<file path="src/hdl/cls_consts.svh">
// constants for the protocol status block: offsets, fields, reset values
`ifndef CLS_CONSTS_SVH
`define CLS_CONSTS_SVH

`define CLS_ADDR_CONTROL      32'h40050000
`define CLS_ADDR_STATUS       32'h40050004
`define CLS_ADDR_INT_ID       32'h40050010

`define CLS_ERR_LSB           0
`define CLS_ERR_MSB           2
`define CLS_TX_OK_BIT         3
`define CLS_RX_OK_BIT         4
`define CLS_SIE_BIT           2

`define CLS_ERR_RESET         3'h0
`define CLS_ERR_UNUSED        3'h7
`define CLS_INT_ID_STATUS     32'h00008000
`define CLS_WORD_ZERO         32'h00000000
`define CLS_HTRANS_NONSEQ_BIT 1
`define CLS_HRESP_OKAY        1'h0

`endif

</file>
<file path="src/hdl/cls_pkg.sv">
// types shared by the protocol status block
package cls_pkg;

	// error-type encodings held in the status register
	typedef enum logic [2:0] {
		CLS_ERR_NONE      = 3'b000,
		CLS_ERR_STUFF     = 3'b001,
		CLS_ERR_FORMAT    = 3'b010,
		CLS_ERR_NO_ACK    = 3'b011,
		CLS_ERR_REC_DRIVE = 3'b100,
		CLS_ERR_DOM_DRIVE = 3'b101,
		CLS_ERR_CHECKSUM  = 3'b110,
		CLS_ERR_UNUSED    = 3'b111
	} cls_err_code_type;

	// one-cycle event pulses from the protocol core, same clock
	typedef struct packed {
		logic rx_done_ok;
		logic tx_done_acked;
		logic stuff_fault;
		logic format_fault;
		logic no_acknowledge_fault;
		logic recessive_drive_fault;
		logic dominant_drive_fault;
		logic busoff_recessive_run;
		logic checksum_fault;
	} cls_event_type;

	// status register view
	typedef struct packed {
		logic             receive_success_flag;
		logic             transmit_success_flag;
		cls_err_code_type error_type_field;
	} cls_status_type;

endpackage

</file>
<file path="src/hdl/cls_status.sv">
// protocol status register, error-type recording and status-change indication
`timescale 1ns/1ns
`include "cls_consts.svh"

// What this block does
// - three-bit error-type field, resets to zero
// - error-free frame clears error-type to zero
// - software may store unused code seven
// - stuff fault records code one
// - format fault records code two
// - missing acknowledge records code three
// - recessive drive seen dominant records four
// - dominant drive seen recessive records five
// - busoff recovery eleven-recessive run records five
// - checksum mismatch records code six
// - transmit-success flag at bit three
// - only software clears transmit-success flag
// - acknowledged error-free transmit sets the flag
// - enabled status changes raise status interrupt
// - software status writes never raise interrupt
// - status read clears status interrupt indication
module cls_status (
	input  wire logic                 ref_clk_in,
	input  wire logic                 rst_n_in,
	input  wire logic                 hsel_in,
	input  wire logic [31:0]          haddr_in,
	input  wire logic [1:0]           htrans_in,
	input  wire logic                 hwrite_in,
	input  wire logic [2:0]           hsize_in,
	input  wire logic [31:0]          hwdata_in,
	input  wire logic                 hready_in,
	output logic      [31:0]          hrdata_out,
	output logic                      hreadyout_out,
	output logic                      hresp_out,
	input  cls_pkg::cls_event_type    core_event_in,
	output cls_pkg::cls_status_type   status_out,
	output logic                      status_change_irq_out
);
	import cls_pkg::*;

	////////////////////////////////////////////////////////////////////////////
	// state

	cls_status_type   status_q;
	cls_status_type   status_d;
	logic             sie_q;
	logic             sie_d;
	logic             irq_pend_q;
	logic             irq_pend_d;
	logic             wr_pend_q;
	logic             wr_pend_d;
	logic [31:0]      wr_addr_q;
	logic [31:0]      wr_addr_d;
	logic [31:0]      hrdata_q;
	logic [31:0]      hrdata_d;
	logic             hreadyout_q;

	cls_err_code_type err_code;
	logic             err_valid;
	logic             addr_take;
	logic             rd_take;
	logic             wr_status;
	logic             wr_control;
	logic             rd_clears_irq;
	logic             hw_status_event;

	// register decode is needed for both the read and the write path
	function automatic logic is_addr(input logic [31:0] a, input logic [31:0] reg_addr);
		is_addr = (a == reg_addr);
	endfunction

	////////////////////////////////////////////////////////////////////////////
	// fault encoding

	cls_err_encode cls_err_encode_inst (
		.ev_in     (core_event_in),
		.code_out  (err_code),
		.valid_out (err_valid)
	);

	////////////////////////////////////////////////////////////////////////////
	// bus slave: zero wait states, always OKAY

	always_comb begin
		addr_take  = hsel_in && hready_in && htrans_in[`CLS_HTRANS_NONSEQ_BIT];
		rd_take    = addr_take && !hwrite_in;
		wr_pend_d  = addr_take && hwrite_in;
		wr_addr_d  = addr_take ? haddr_in : wr_addr_q;
		wr_status  = wr_pend_q && is_addr(wr_addr_q, `CLS_ADDR_STATUS);
		wr_control = wr_pend_q && is_addr(wr_addr_q, `CLS_ADDR_CONTROL);
		rd_clears_irq = rd_take && is_addr(haddr_in, `CLS_ADDR_STATUS);
	end

	////////////////////////////////////////////////////////////////////////////
	// status register next value

	always_comb begin
		status_d = status_q;
		sie_d    = sie_q;
		if (wr_control) begin
			sie_d = hwdata_in[`CLS_SIE_BIT];
		end
		// software write stores any code, seven included
		if (wr_status) begin
			status_d.error_type_field      = cls_err_code_type'(hwdata_in[`CLS_ERR_MSB:`CLS_ERR_LSB]);
			status_d.transmit_success_flag = hwdata_in[`CLS_TX_OK_BIT];
			status_d.receive_success_flag  = hwdata_in[`CLS_RX_OK_BIT];
		end
		// hardware sets win over a software clear in the same cycle
		if (core_event_in.tx_done_acked) begin
			status_d.transmit_success_flag = 1'b1;
		end
		if (core_event_in.rx_done_ok) begin
			status_d.receive_success_flag = 1'b1;
		end
		if (core_event_in.tx_done_acked || core_event_in.rx_done_ok) begin
			status_d.error_type_field = CLS_ERR_NONE;
		end
		// a fault in the same cycle is the newer news and wins over the clear
		if (err_valid) begin
			status_d.error_type_field = err_code;
		end
	end

	////////////////////////////////////////////////////////////////////////////
	// status-change indication

	always_comb begin
		// only protocol events count; software writes are not events here
		hw_status_event = err_valid || core_event_in.tx_done_acked || core_event_in.rx_done_ok;
		irq_pend_d = irq_pend_q;
		if (rd_clears_irq) begin
			irq_pend_d = 1'b0;
		end
		// a new event in the clearing cycle is kept
		if (hw_status_event && sie_q) begin
			irq_pend_d = 1'b1;
		end
	end

	////////////////////////////////////////////////////////////////////////////
	// read data, status and control taken from next values so a write just before is seen

	always_comb begin
		hrdata_d = hrdata_q;
		if (rd_take) begin
			hrdata_d = `CLS_WORD_ZERO;
			if (is_addr(haddr_in, `CLS_ADDR_STATUS)) begin
				hrdata_d[`CLS_ERR_MSB:`CLS_ERR_LSB] = status_d.error_type_field;
				hrdata_d[`CLS_TX_OK_BIT]            = status_d.transmit_success_flag;
				hrdata_d[`CLS_RX_OK_BIT]            = status_d.receive_success_flag;
			end else if (is_addr(haddr_in, `CLS_ADDR_CONTROL)) begin
				hrdata_d[`CLS_SIE_BIT] = sie_d;
			end else if (is_addr(haddr_in, `CLS_ADDR_INT_ID)) begin
				hrdata_d = irq_pend_q ? `CLS_INT_ID_STATUS : `CLS_WORD_ZERO;
			end
		end
	end

	////////////////////////////////////////////////////////////////////////////
	// registers

	always_ff @(posedge ref_clk_in or negedge rst_n_in) begin
		if (!rst_n_in) begin
			status_q.error_type_field      <= CLS_ERR_NONE;
			status_q.transmit_success_flag <= 1'b0;
			status_q.receive_success_flag  <= 1'b0;
			sie_q       <= 1'b0;
			irq_pend_q  <= 1'b0;
			wr_pend_q   <= 1'b0;
			wr_addr_q   <= `CLS_WORD_ZERO;
			hrdata_q    <= `CLS_WORD_ZERO;
			hreadyout_q <= 1'b0;
		end else begin
			status_q    <= status_d;
			sie_q       <= sie_d;
			irq_pend_q  <= irq_pend_d;
			wr_pend_q   <= wr_pend_d;
			wr_addr_q   <= wr_addr_d;
			hrdata_q    <= hrdata_d;
			hreadyout_q <= 1'b1;
		end
	end

	always_comb begin
		hrdata_out            = hrdata_q;
		hreadyout_out         = hreadyout_q;
		hresp_out             = `CLS_HRESP_OKAY;
		status_out            = status_q;
		status_change_irq_out = irq_pend_q;
	end

endmodule

</file>
<file path="src/hdl/cls_err_encode.sv">
// encodes protocol fault pulses into one error-type code
`timescale 1ns/1ns
module cls_err_encode (
	input  cls_pkg::cls_event_type    ev_in,
	output cls_pkg::cls_err_code_type code_out,
	output logic                      valid_out
);
	import cls_pkg::*;

	// fixed priority when faults coincide; the unused code is never produced
	always_comb begin
		code_out  = CLS_ERR_NONE;
		valid_out = 1'b1;
		if (ev_in.checksum_fault) begin
			code_out = CLS_ERR_CHECKSUM;
		end else if (ev_in.dominant_drive_fault || ev_in.busoff_recessive_run) begin
			code_out = CLS_ERR_DOM_DRIVE;
		end else if (ev_in.recessive_drive_fault) begin
			code_out = CLS_ERR_REC_DRIVE;
		end else if (ev_in.no_acknowledge_fault) begin
			code_out = CLS_ERR_NO_ACK;
		end else if (ev_in.format_fault) begin
			code_out = CLS_ERR_FORMAT;
		end else if (ev_in.stuff_fault) begin
			code_out = CLS_ERR_STUFF;
		end else begin
			valid_out = 1'b0;
		end
	end

endmodule

</file>
<file path="config.mk">
export PLATFORM = sky130hd
export DESIGN_NAME = cls_status
export DESIGN_NICKNAME = d
export VERILOG_FILES = /design/src/hdl/cls_pkg.sv /design/src/hdl/cls_status.sv /design/src/hdl/cls_err_encode.sv
export VERILOG_INCLUDE_DIRS = /design/src /design/src/hdl
export SDC_FILE = /design/constraint.sdc
export NUM_CORES = 1
export LEC_CHECK = 0
export ABC_CLOCK_PERIOD_IN_PS = 2300
export BUFFER_PORTS_ARGS = -buffer_cell sky130_fd_sc_hd__buf_2
export CELL_PAD_IN_SITES_DETAIL_PLACEMENT = 0
export CELL_PAD_IN_SITES_GLOBAL_PLACEMENT = 1
export CORE_ASPECT_RATIO = 1.75
export CORE_MARGIN = 3
export CORE_UTILIZATION = 33
export CTS_CLUSTER_SIZE = 30
export DETAILED_ROUTE_END_ITERATION = 6
export PLACE_DENSITY = 0.84
export SETUP_SLACK_MARGIN = 0.1
export SYNTH_ARGS = -nofsm -noshare
export SYNTH_HDL_FRONTEND = slang
export SYNTH_HIERARCHICAL = 1
export SYNTH_SLANG_ARGS = --single-unit
</file>
<file path="constraint.sdc">
create_clock -name ref_clk_in -period 2.3 [get_ports ref_clk_in]
set_clock_uncertainty 0.15 [all_clocks]
set_input_delay 0.46 -clock ref_clk_in [delete_from_list [all_inputs] [get_ports ref_clk_in]]
set_output_delay 0.46 -clock ref_clk_in [all_outputs]
set_load 0.03 [all_outputs]
</file>
==> flow_metrics.env, run 1 <==
export IMPL_run_status="finished, final reports clean"
export IMPL_cap_violations=0
export IMPL_detail_route_wl_per_cell_um=13.8
export IMPL_cellPowerDensity_nw_per_um2=771
export IMPL_period_needed_ps=2180
export IMPL_worstPathRequired_ps=2370
export IMPL_row_count=39
export IMPL_area_growth_pct=28.1
export IMPL_grt_usage_pct=12.1
export IMPL_start_util_pct=34.1
export IMPL_setup_violations=0
export IMPL_grt_max_degree=34
export IMPL_vias=1568
export IMPL_synth_area_leader_cell="dfrtp_1"
export IMPL_slew_viol_final=0
export IMPL_drt_iter0_drc=54
export IMPL_setup_tns_ps=0
export IMPL_reg2reg_from="wr_addr_q[20]$_DFFE_PN0P_"
export IMPL_worst_slew_pin_slew_ps=596
export IMPL_antenna_found_initial=1
export IMPL_yosys_warnings=6
export IMPL_leakage_uw=0.00137
export IMPL_dp_hpwl_mm=3.69
export IMPL_finalCritPeriodShare_pct=94.6
export IMPL_avgSynthCellArea_um2=12.8
export IMPL_htreeDepth=2
export IMPL_syn_area_um2=2250
export IMPL_peakVddDrop_mv=0.465
export IMPL_grt_pass1_vias=1510
export IMPL_slew_headroom_pct=60.3
export IMPL_synthFlopType="dfrtp_1"
export IMPL_layout_nets=337
export IMPL_ioPinCount=123
export IMPL_path_max_fanout=4
export IMPL_num_antenna_cells=0
export IMPL_multi_input_area_um2=967
export IMPL_ff_latch_area_um2=1180
export IMPL_synthArstFlopShare_pct=100
export IMPL_ys_seq_area_share_pct=52.3
export IMPL_fp_dieW_um=68.4
export IMPL_cp_end_kind="register"
export IMPL_synth_xor_area_share_pct=0
export IMPL_worstHoldPathType="in -> async"
export IMPL_synth_adder_area_share_pct=0
export IMPL_cts_root_buf="clkbuf_16"
export IMPL_coreArea_um2=6590
export IMPL_synth_edf_count=0
export IMPL_drive_gt1_share_pct=52.2
export IMPL_synth_compound_area_share_pct=5.29
export IMPL_fmax_mhz=460
export IMPL_cts_tree="built"
export IMPL_ys_seq_elements=47
export IMPL_dieArea_um2=7870
export IMPL_cts_buffers=5
export IMPL_layout_filler_cells=641
export IMPL_r2r_cells=6
export IMPL_grt_pass1_wl_mm=7.16
export IMPL_wl_mm=4.64
export IMPL_synthMostInstantiatedCell="dfrtp_1"
export IMPL_synth_top_area_share_pct=52.3
export IMPL_clock_sinks=47
export IMPL_grt_overflow_total=0
export IMPL_holdWs_ps=31.0
export IMPL_path_clk_slew_ps=60
export IMPL_cp_startpoint="core_event_in[1]"
export IMPL_arrival_ps=2250
export IMPL_yosys_top_cells_area="dfrtp_1, mux2_2, buf_4, a22o_1, nor4_1"
export IMPL_clock_latency_ps=280
export IMPL_cp_start_kind="input port"
export IMPL_firstDrtPassIters=4
export IMPL_cp_endpoint="hrdata_out[2]$_DFFE_PN0P_"
export IMPL_synth_mux_area_share_pct=17.9
export IMPL_syn_instance_count=175
export IMPL_rsz0062_at_grt="yes"
export IMPL_gp_congestion=0.748
export IMPL_io_buffers=64
export IMPL_r2r_setup_slack_ps=180
export IMPL_synth_simple_area_share_pct=13.9
export IMPL_r2r_end="hrdata_out[2]$_DFFE_PN0P_"
export IMPL_synth_common_cells="dfrtp_1, mux2_2, buf_4"
export IMPL_drc=0
export IMPL_final_hold_violation_count=0
export IMPL_die_h_um=115
export IMPL_critPathKind="in -> reg"
export IMPL_ant_nets=0
export IMPL_clock_path_buffers=2
export IMPL_synth_top_family_by_area="multiplexers"
export IMPL_synth_cell_types=35
export IMPL_vias_per_cell=4.65
[critical path, stage by stage]
cell	delay, ps
buf_2	110
or4_4	530
or4_4	440
or3_4	370
o21ai_1	200
a21bo_1	130
[worst min path at each step]
stage,start,end,slack [ps],cells past startpoint
global route,rst_n_in,wr_addr_q[16]$_DFFE_PN0P_,70,1
CTS,rst_n_in,wr_addr_q[16]$_DFFE_PN0P_,50,1
floorplan,rst_n_in,hrdata_out[0]$_DFFE_PN0P_,10,0
detailed placement,hrdata_out[15]$_DFFE_PN0P_,hrdata_out[15]$_DFFE_PN0P_,330,1
finish,rst_n_in,wr_addr_q[16]$_DFFE_PN0P_,30,1
global placement,hrdata_out[15]$_DFFE_PN0P_,hrdata_out[15]$_DFFE_PN0P_,330,1
[area by class of cell]
cell class,count,area share [%]
Tap cell,82,3.57
Timing Repair Buffer,76,14.8
Clock inverter,2,2.09
Multi-Input combinational cell,120,33.6
Inverter,4,0.565
Sequential cell,47,40.9
Clock buffer,6,4.48
[power breakdown]
part           switching (µW)  internal [µW]
Combinational             160            151
Sequential               62.7            938
Clock                     285            623
[sequential cells by signal, indices dropped and copies added, names as in the netlist]
register / cells
wr_addr_q: 32
status_out: 5
status_change_irq_out: 1
wr_pend_q: 1
hreadyout_out: 1
sie_q: 1
hrdata_out: 6
[logic make-up after synthesis]
group                  after synthesis
AOI/OAI and AO/OA                   15
buffers and inverters               34
DFF                                 47
muxes                               36
other                                2
and+or+nand+nor                     41
[stage by stage]
stage	total power (µW)	cell area, µm²	instances	worst slack (ps)	util, %
3_5_place_dp	1330	2660	328	-185	40.3
6_report	2220	2880	337	124	43.7
3_3_place_gp	1310	2660	328	-164	40.3
2_1_floorplan	1240	2350	201	35.5	-
4_1_cts	2260	2860	336	79.9	43.5
5_1_grt	2330	2880	337	83.2	43.7
[what timing repair did]
action                     in CTS  in global routing
pin swaps                       4                 11
resized for setup               4                  1
setup endpoints to repair       1                  6
hold buffers                    0                  0
setup buffers                   0                  1
[layer usage]
layer  GRT usage (%)  up-vias  share of wire, %
li1                -      738                 -
met3            2.44        8               7.3
met4            5.05        2               1.9
met1            13.9      749                37
met5               0        -              0.28
met2            21.1       71                53
[layout by cell type, fill, tap and decap left out, types with 3 or more instances in the layout]
cell type and count:
buf_4 10, nand2_1 3, nor4_1 7, mux2i_1 3
nor2_1 5, inv_1 3, conb_1 28, clkbuf_16 5
nand4_1 4, dfrtp_1 47, mux2_2 32, nor4b_2 3
o21ai_1 3, buf_2 64, a22o_1 5
(Power assumes the default switching activity.)
==> inputs of run 2 (changes only) <==
--- a/config.mk
+++ b/config.mk
@@ -8,14 +8,13 @@
 export LEC_CHECK = 0
 export ABC_CLOCK_PERIOD_IN_PS = 2300
 export BUFFER_PORTS_ARGS = -buffer_cell sky130_fd_sc_hd__buf_2
-export CELL_PAD_IN_SITES_DETAIL_PLACEMENT = 0
-export CELL_PAD_IN_SITES_GLOBAL_PLACEMENT = 1
 export CORE_ASPECT_RATIO = 1.75
 export CORE_MARGIN = 3
-export CORE_UTILIZATION = 33
+export CORE_UTILIZATION = 46
+export CTS_BUF_LIST = sky130_fd_sc_hd__clkbuf_8
 export CTS_CLUSTER_SIZE = 30
 export DETAILED_ROUTE_END_ITERATION = 6
-export PLACE_DENSITY = 0.84
+export PLACE_DENSITY = 0.87
 export SETUP_SLACK_MARGIN = 0.1
 export SYNTH_ARGS = -nofsm -noshare
 export SYNTH_HDL_FRONTEND = slang
==> flow_metrics.env, run 2 (same netlist as run 1, synthesis figures left out) <==
export IMPL_row_count=33
export IMPL_regMostFlops="wr_addr_q"
export IMPL_detail_route_wl_per_cell_um=14.8
export IMPL_coreArea_um2=4710
export IMPL_critPathKind="in -> reg"
export IMPL_grt_usage_pct=16.6
export IMPL_worstPathRequired_ps=2390
export IMPL_grt_overflow_total=0
export IMPL_fp_dieW_um=58.8
export IMPL_num_antenna_cells=0
export IMPL_dp_hpwl_mm=3.61
export IMPL_cp_start_kind="input port"
export IMPL_grt_pass1_wl_mm=7.42
export IMPL_layout_commonest_cell="buf_2"
export IMPL_vias_per_cell=5.15
export IMPL_firstDrtPassIters=4
export IMPL_cp_end_kind="register"
export IMPL_cap_violations=0
export IMPL_cellPowerDensity_nw_per_um2=694
export IMPL_final_cell_mix="buf_2, dfrtp_1, mux2_2, conb_1, buf_4"
export IMPL_holdBufCountCts=0
export IMPL_start_util_pct=47.7
export IMPL_finalCritPeriodShare_pct=94.5
export IMPL_setup_tns_ps=0
export IMPL_worstHoldPathType="in -> async"
export IMPL_slew_headroom_pct=60.2
export IMPL_ant_nets=0
export IMPL_total_power_uw=1920
export IMPL_path_clk_slew_ps=90
export IMPL_path_max_fanout=4
export IMPL_setup_violations=0
export IMPL_largest_register_ffs=32
export IMPL_gp_congestion=0.722
export IMPL_layout_filler_cells=413
export IMPL_wl_mm=4.59
export IMPL_clock_sinks=47
export IMPL_arrival_ps=2260
export IMPL_drc=0
export IMPL_run_status="finished, final reports clean"
export IMPL_vias=1590
export IMPL_rsz0062_at_grt="yes"
export IMPL_cts_tree="built"
export IMPL_final_hold_violation_count=0
export IMPL_cts_buffers=5
export IMPL_worst_slew_pin_slew_ps=597
export IMPL_r2r_setup_slack_ps=200
export IMPL_fmax_mhz=460
export IMPL_die_h_um=98.5
export IMPL_htreeDepth=2
export IMPL_reg2reg_from="wr_addr_q[11]$_DFFE_PN0P_"
export IMPL_peakVddDrop_mv=0.590
export IMPL_cp_startpoint="core_event_in[1]"
export IMPL_slew_viol_final=0
export IMPL_dieArea_um2=5790
export IMPL_clock_path_buffers=2
export IMPL_grt_pass1_vias=1656
export IMPL_drive_gt1_share_pct=52.9
export IMPL_period_needed_ps=2170
export IMPL_grt_max_degree=48
export IMPL_clock_latency_ps=290
export IMPL_cts_root_buf="clkbuf_8"
export IMPL_r2r_cells=7
export IMPL_layout_nets=339
export IMPL_dpl_cell_count=297
export IMPL_leakage_uw=0.00135
export IMPL_area_growth_pct=23.4
export IMPL_holdWs_ps=95.8
export IMPL_r2r_end="hrdata_out[2]$_DFFE_PN0P_"
export IMPL_antenna_found_initial=0
export IMPL_drt_iter0_drc=36
export IMPL_instances_no_fill=309
export IMPL_ioPinCount=123
export IMPL_io_buffers=64
-- run 2: changes by cell type in the layout (fill, tap and decap cells not counted), sizes merged --
| cell | change |
|---|---|
| bufinv | -1 |
| buf | +2 |
| clkinv | +1 |
-- run 2: routing by layer --
layer	part of all wire, %	GRT usage [%]	vias up
met1	35	18.0	777
met5	0	0	-
met3	6.9	3.67	4
met2	57	30.4	67
li1	-	-	742
met4	1.3	5.58	0
-- run 2: area by class of cell --
type	instances	area, µm²	share of cell area (%)
Clock buffer	6	82.6	2.98
Timing Repair Buffer	78	429	15.5
Sequential cell	47	1180	42.4
Clock inverter	2	35.0	1.26
Tap cell	52	65.1	2.35
Multi-Input combinational cell	120	968	34.9
Inverter	4	16.3	0.587
-- run 2: how the worst max path moves through the flow --
stage | to | slack, ps
2_1_floorplan | hrdata_out[0]$_DFFE_PN0P_ | 40
3_3_place_gp | hrdata_out[1]$_DFFE_PN0P_ | -150
3_5_place_dp | hrdata_out[1]$_DFFE_PN0P_ | -170
4_1_cts | hrdata_out[1]$_DFFE_PN0P_ | 130
5_1_grt | hrdata_out[0]$_DFFE_PN0P_ | 50
6_report | hrdata_out[0]$_DFFE_PN0P_ | 130
-- run 2: power by group --
| part | internal [µW] | switching, µW | total [µW] | leakage, µW |
|---|---|---|---|---|
| logic | 148 | 160 | 308 | 0.000718 |
| registers | 937 | 71.8 | 1010 | 0.000566 |
| clock network | 352 | 255 | 607 | 0.0000612 |
-- run 2: what timing repair did --
| item | CTS | global route |
|---|---|---|
| setup endpoints to repair | 3 | 5 |
| resized for setup | 2 | 3 |
| pin swaps | 2 | 8 |
| buffers inserted | 3 | 1 |
-- run 2: critical path: stages --
cell     delay (ps)
buf_2           110
or4_4           530
or4_4           440
or3_4           370
o21ai_1         200
a22o_1          150
-- run 2: metrics by stage --
| stage | util [%] | worst slack (ps) | area [µm²] |
|---|---|---|---|
| global placement | 55.2 | -153 | 2600 |
| global route | 58.9 | 51.4 | 2770 |
| detailed placement | 55.2 | -169 | 2600 |
| finish | 58.9 | 126 | 2770 |
| floorplan | - | 35.5 | 2350 |
| CTS | 58.5 | 134 | 2750 |
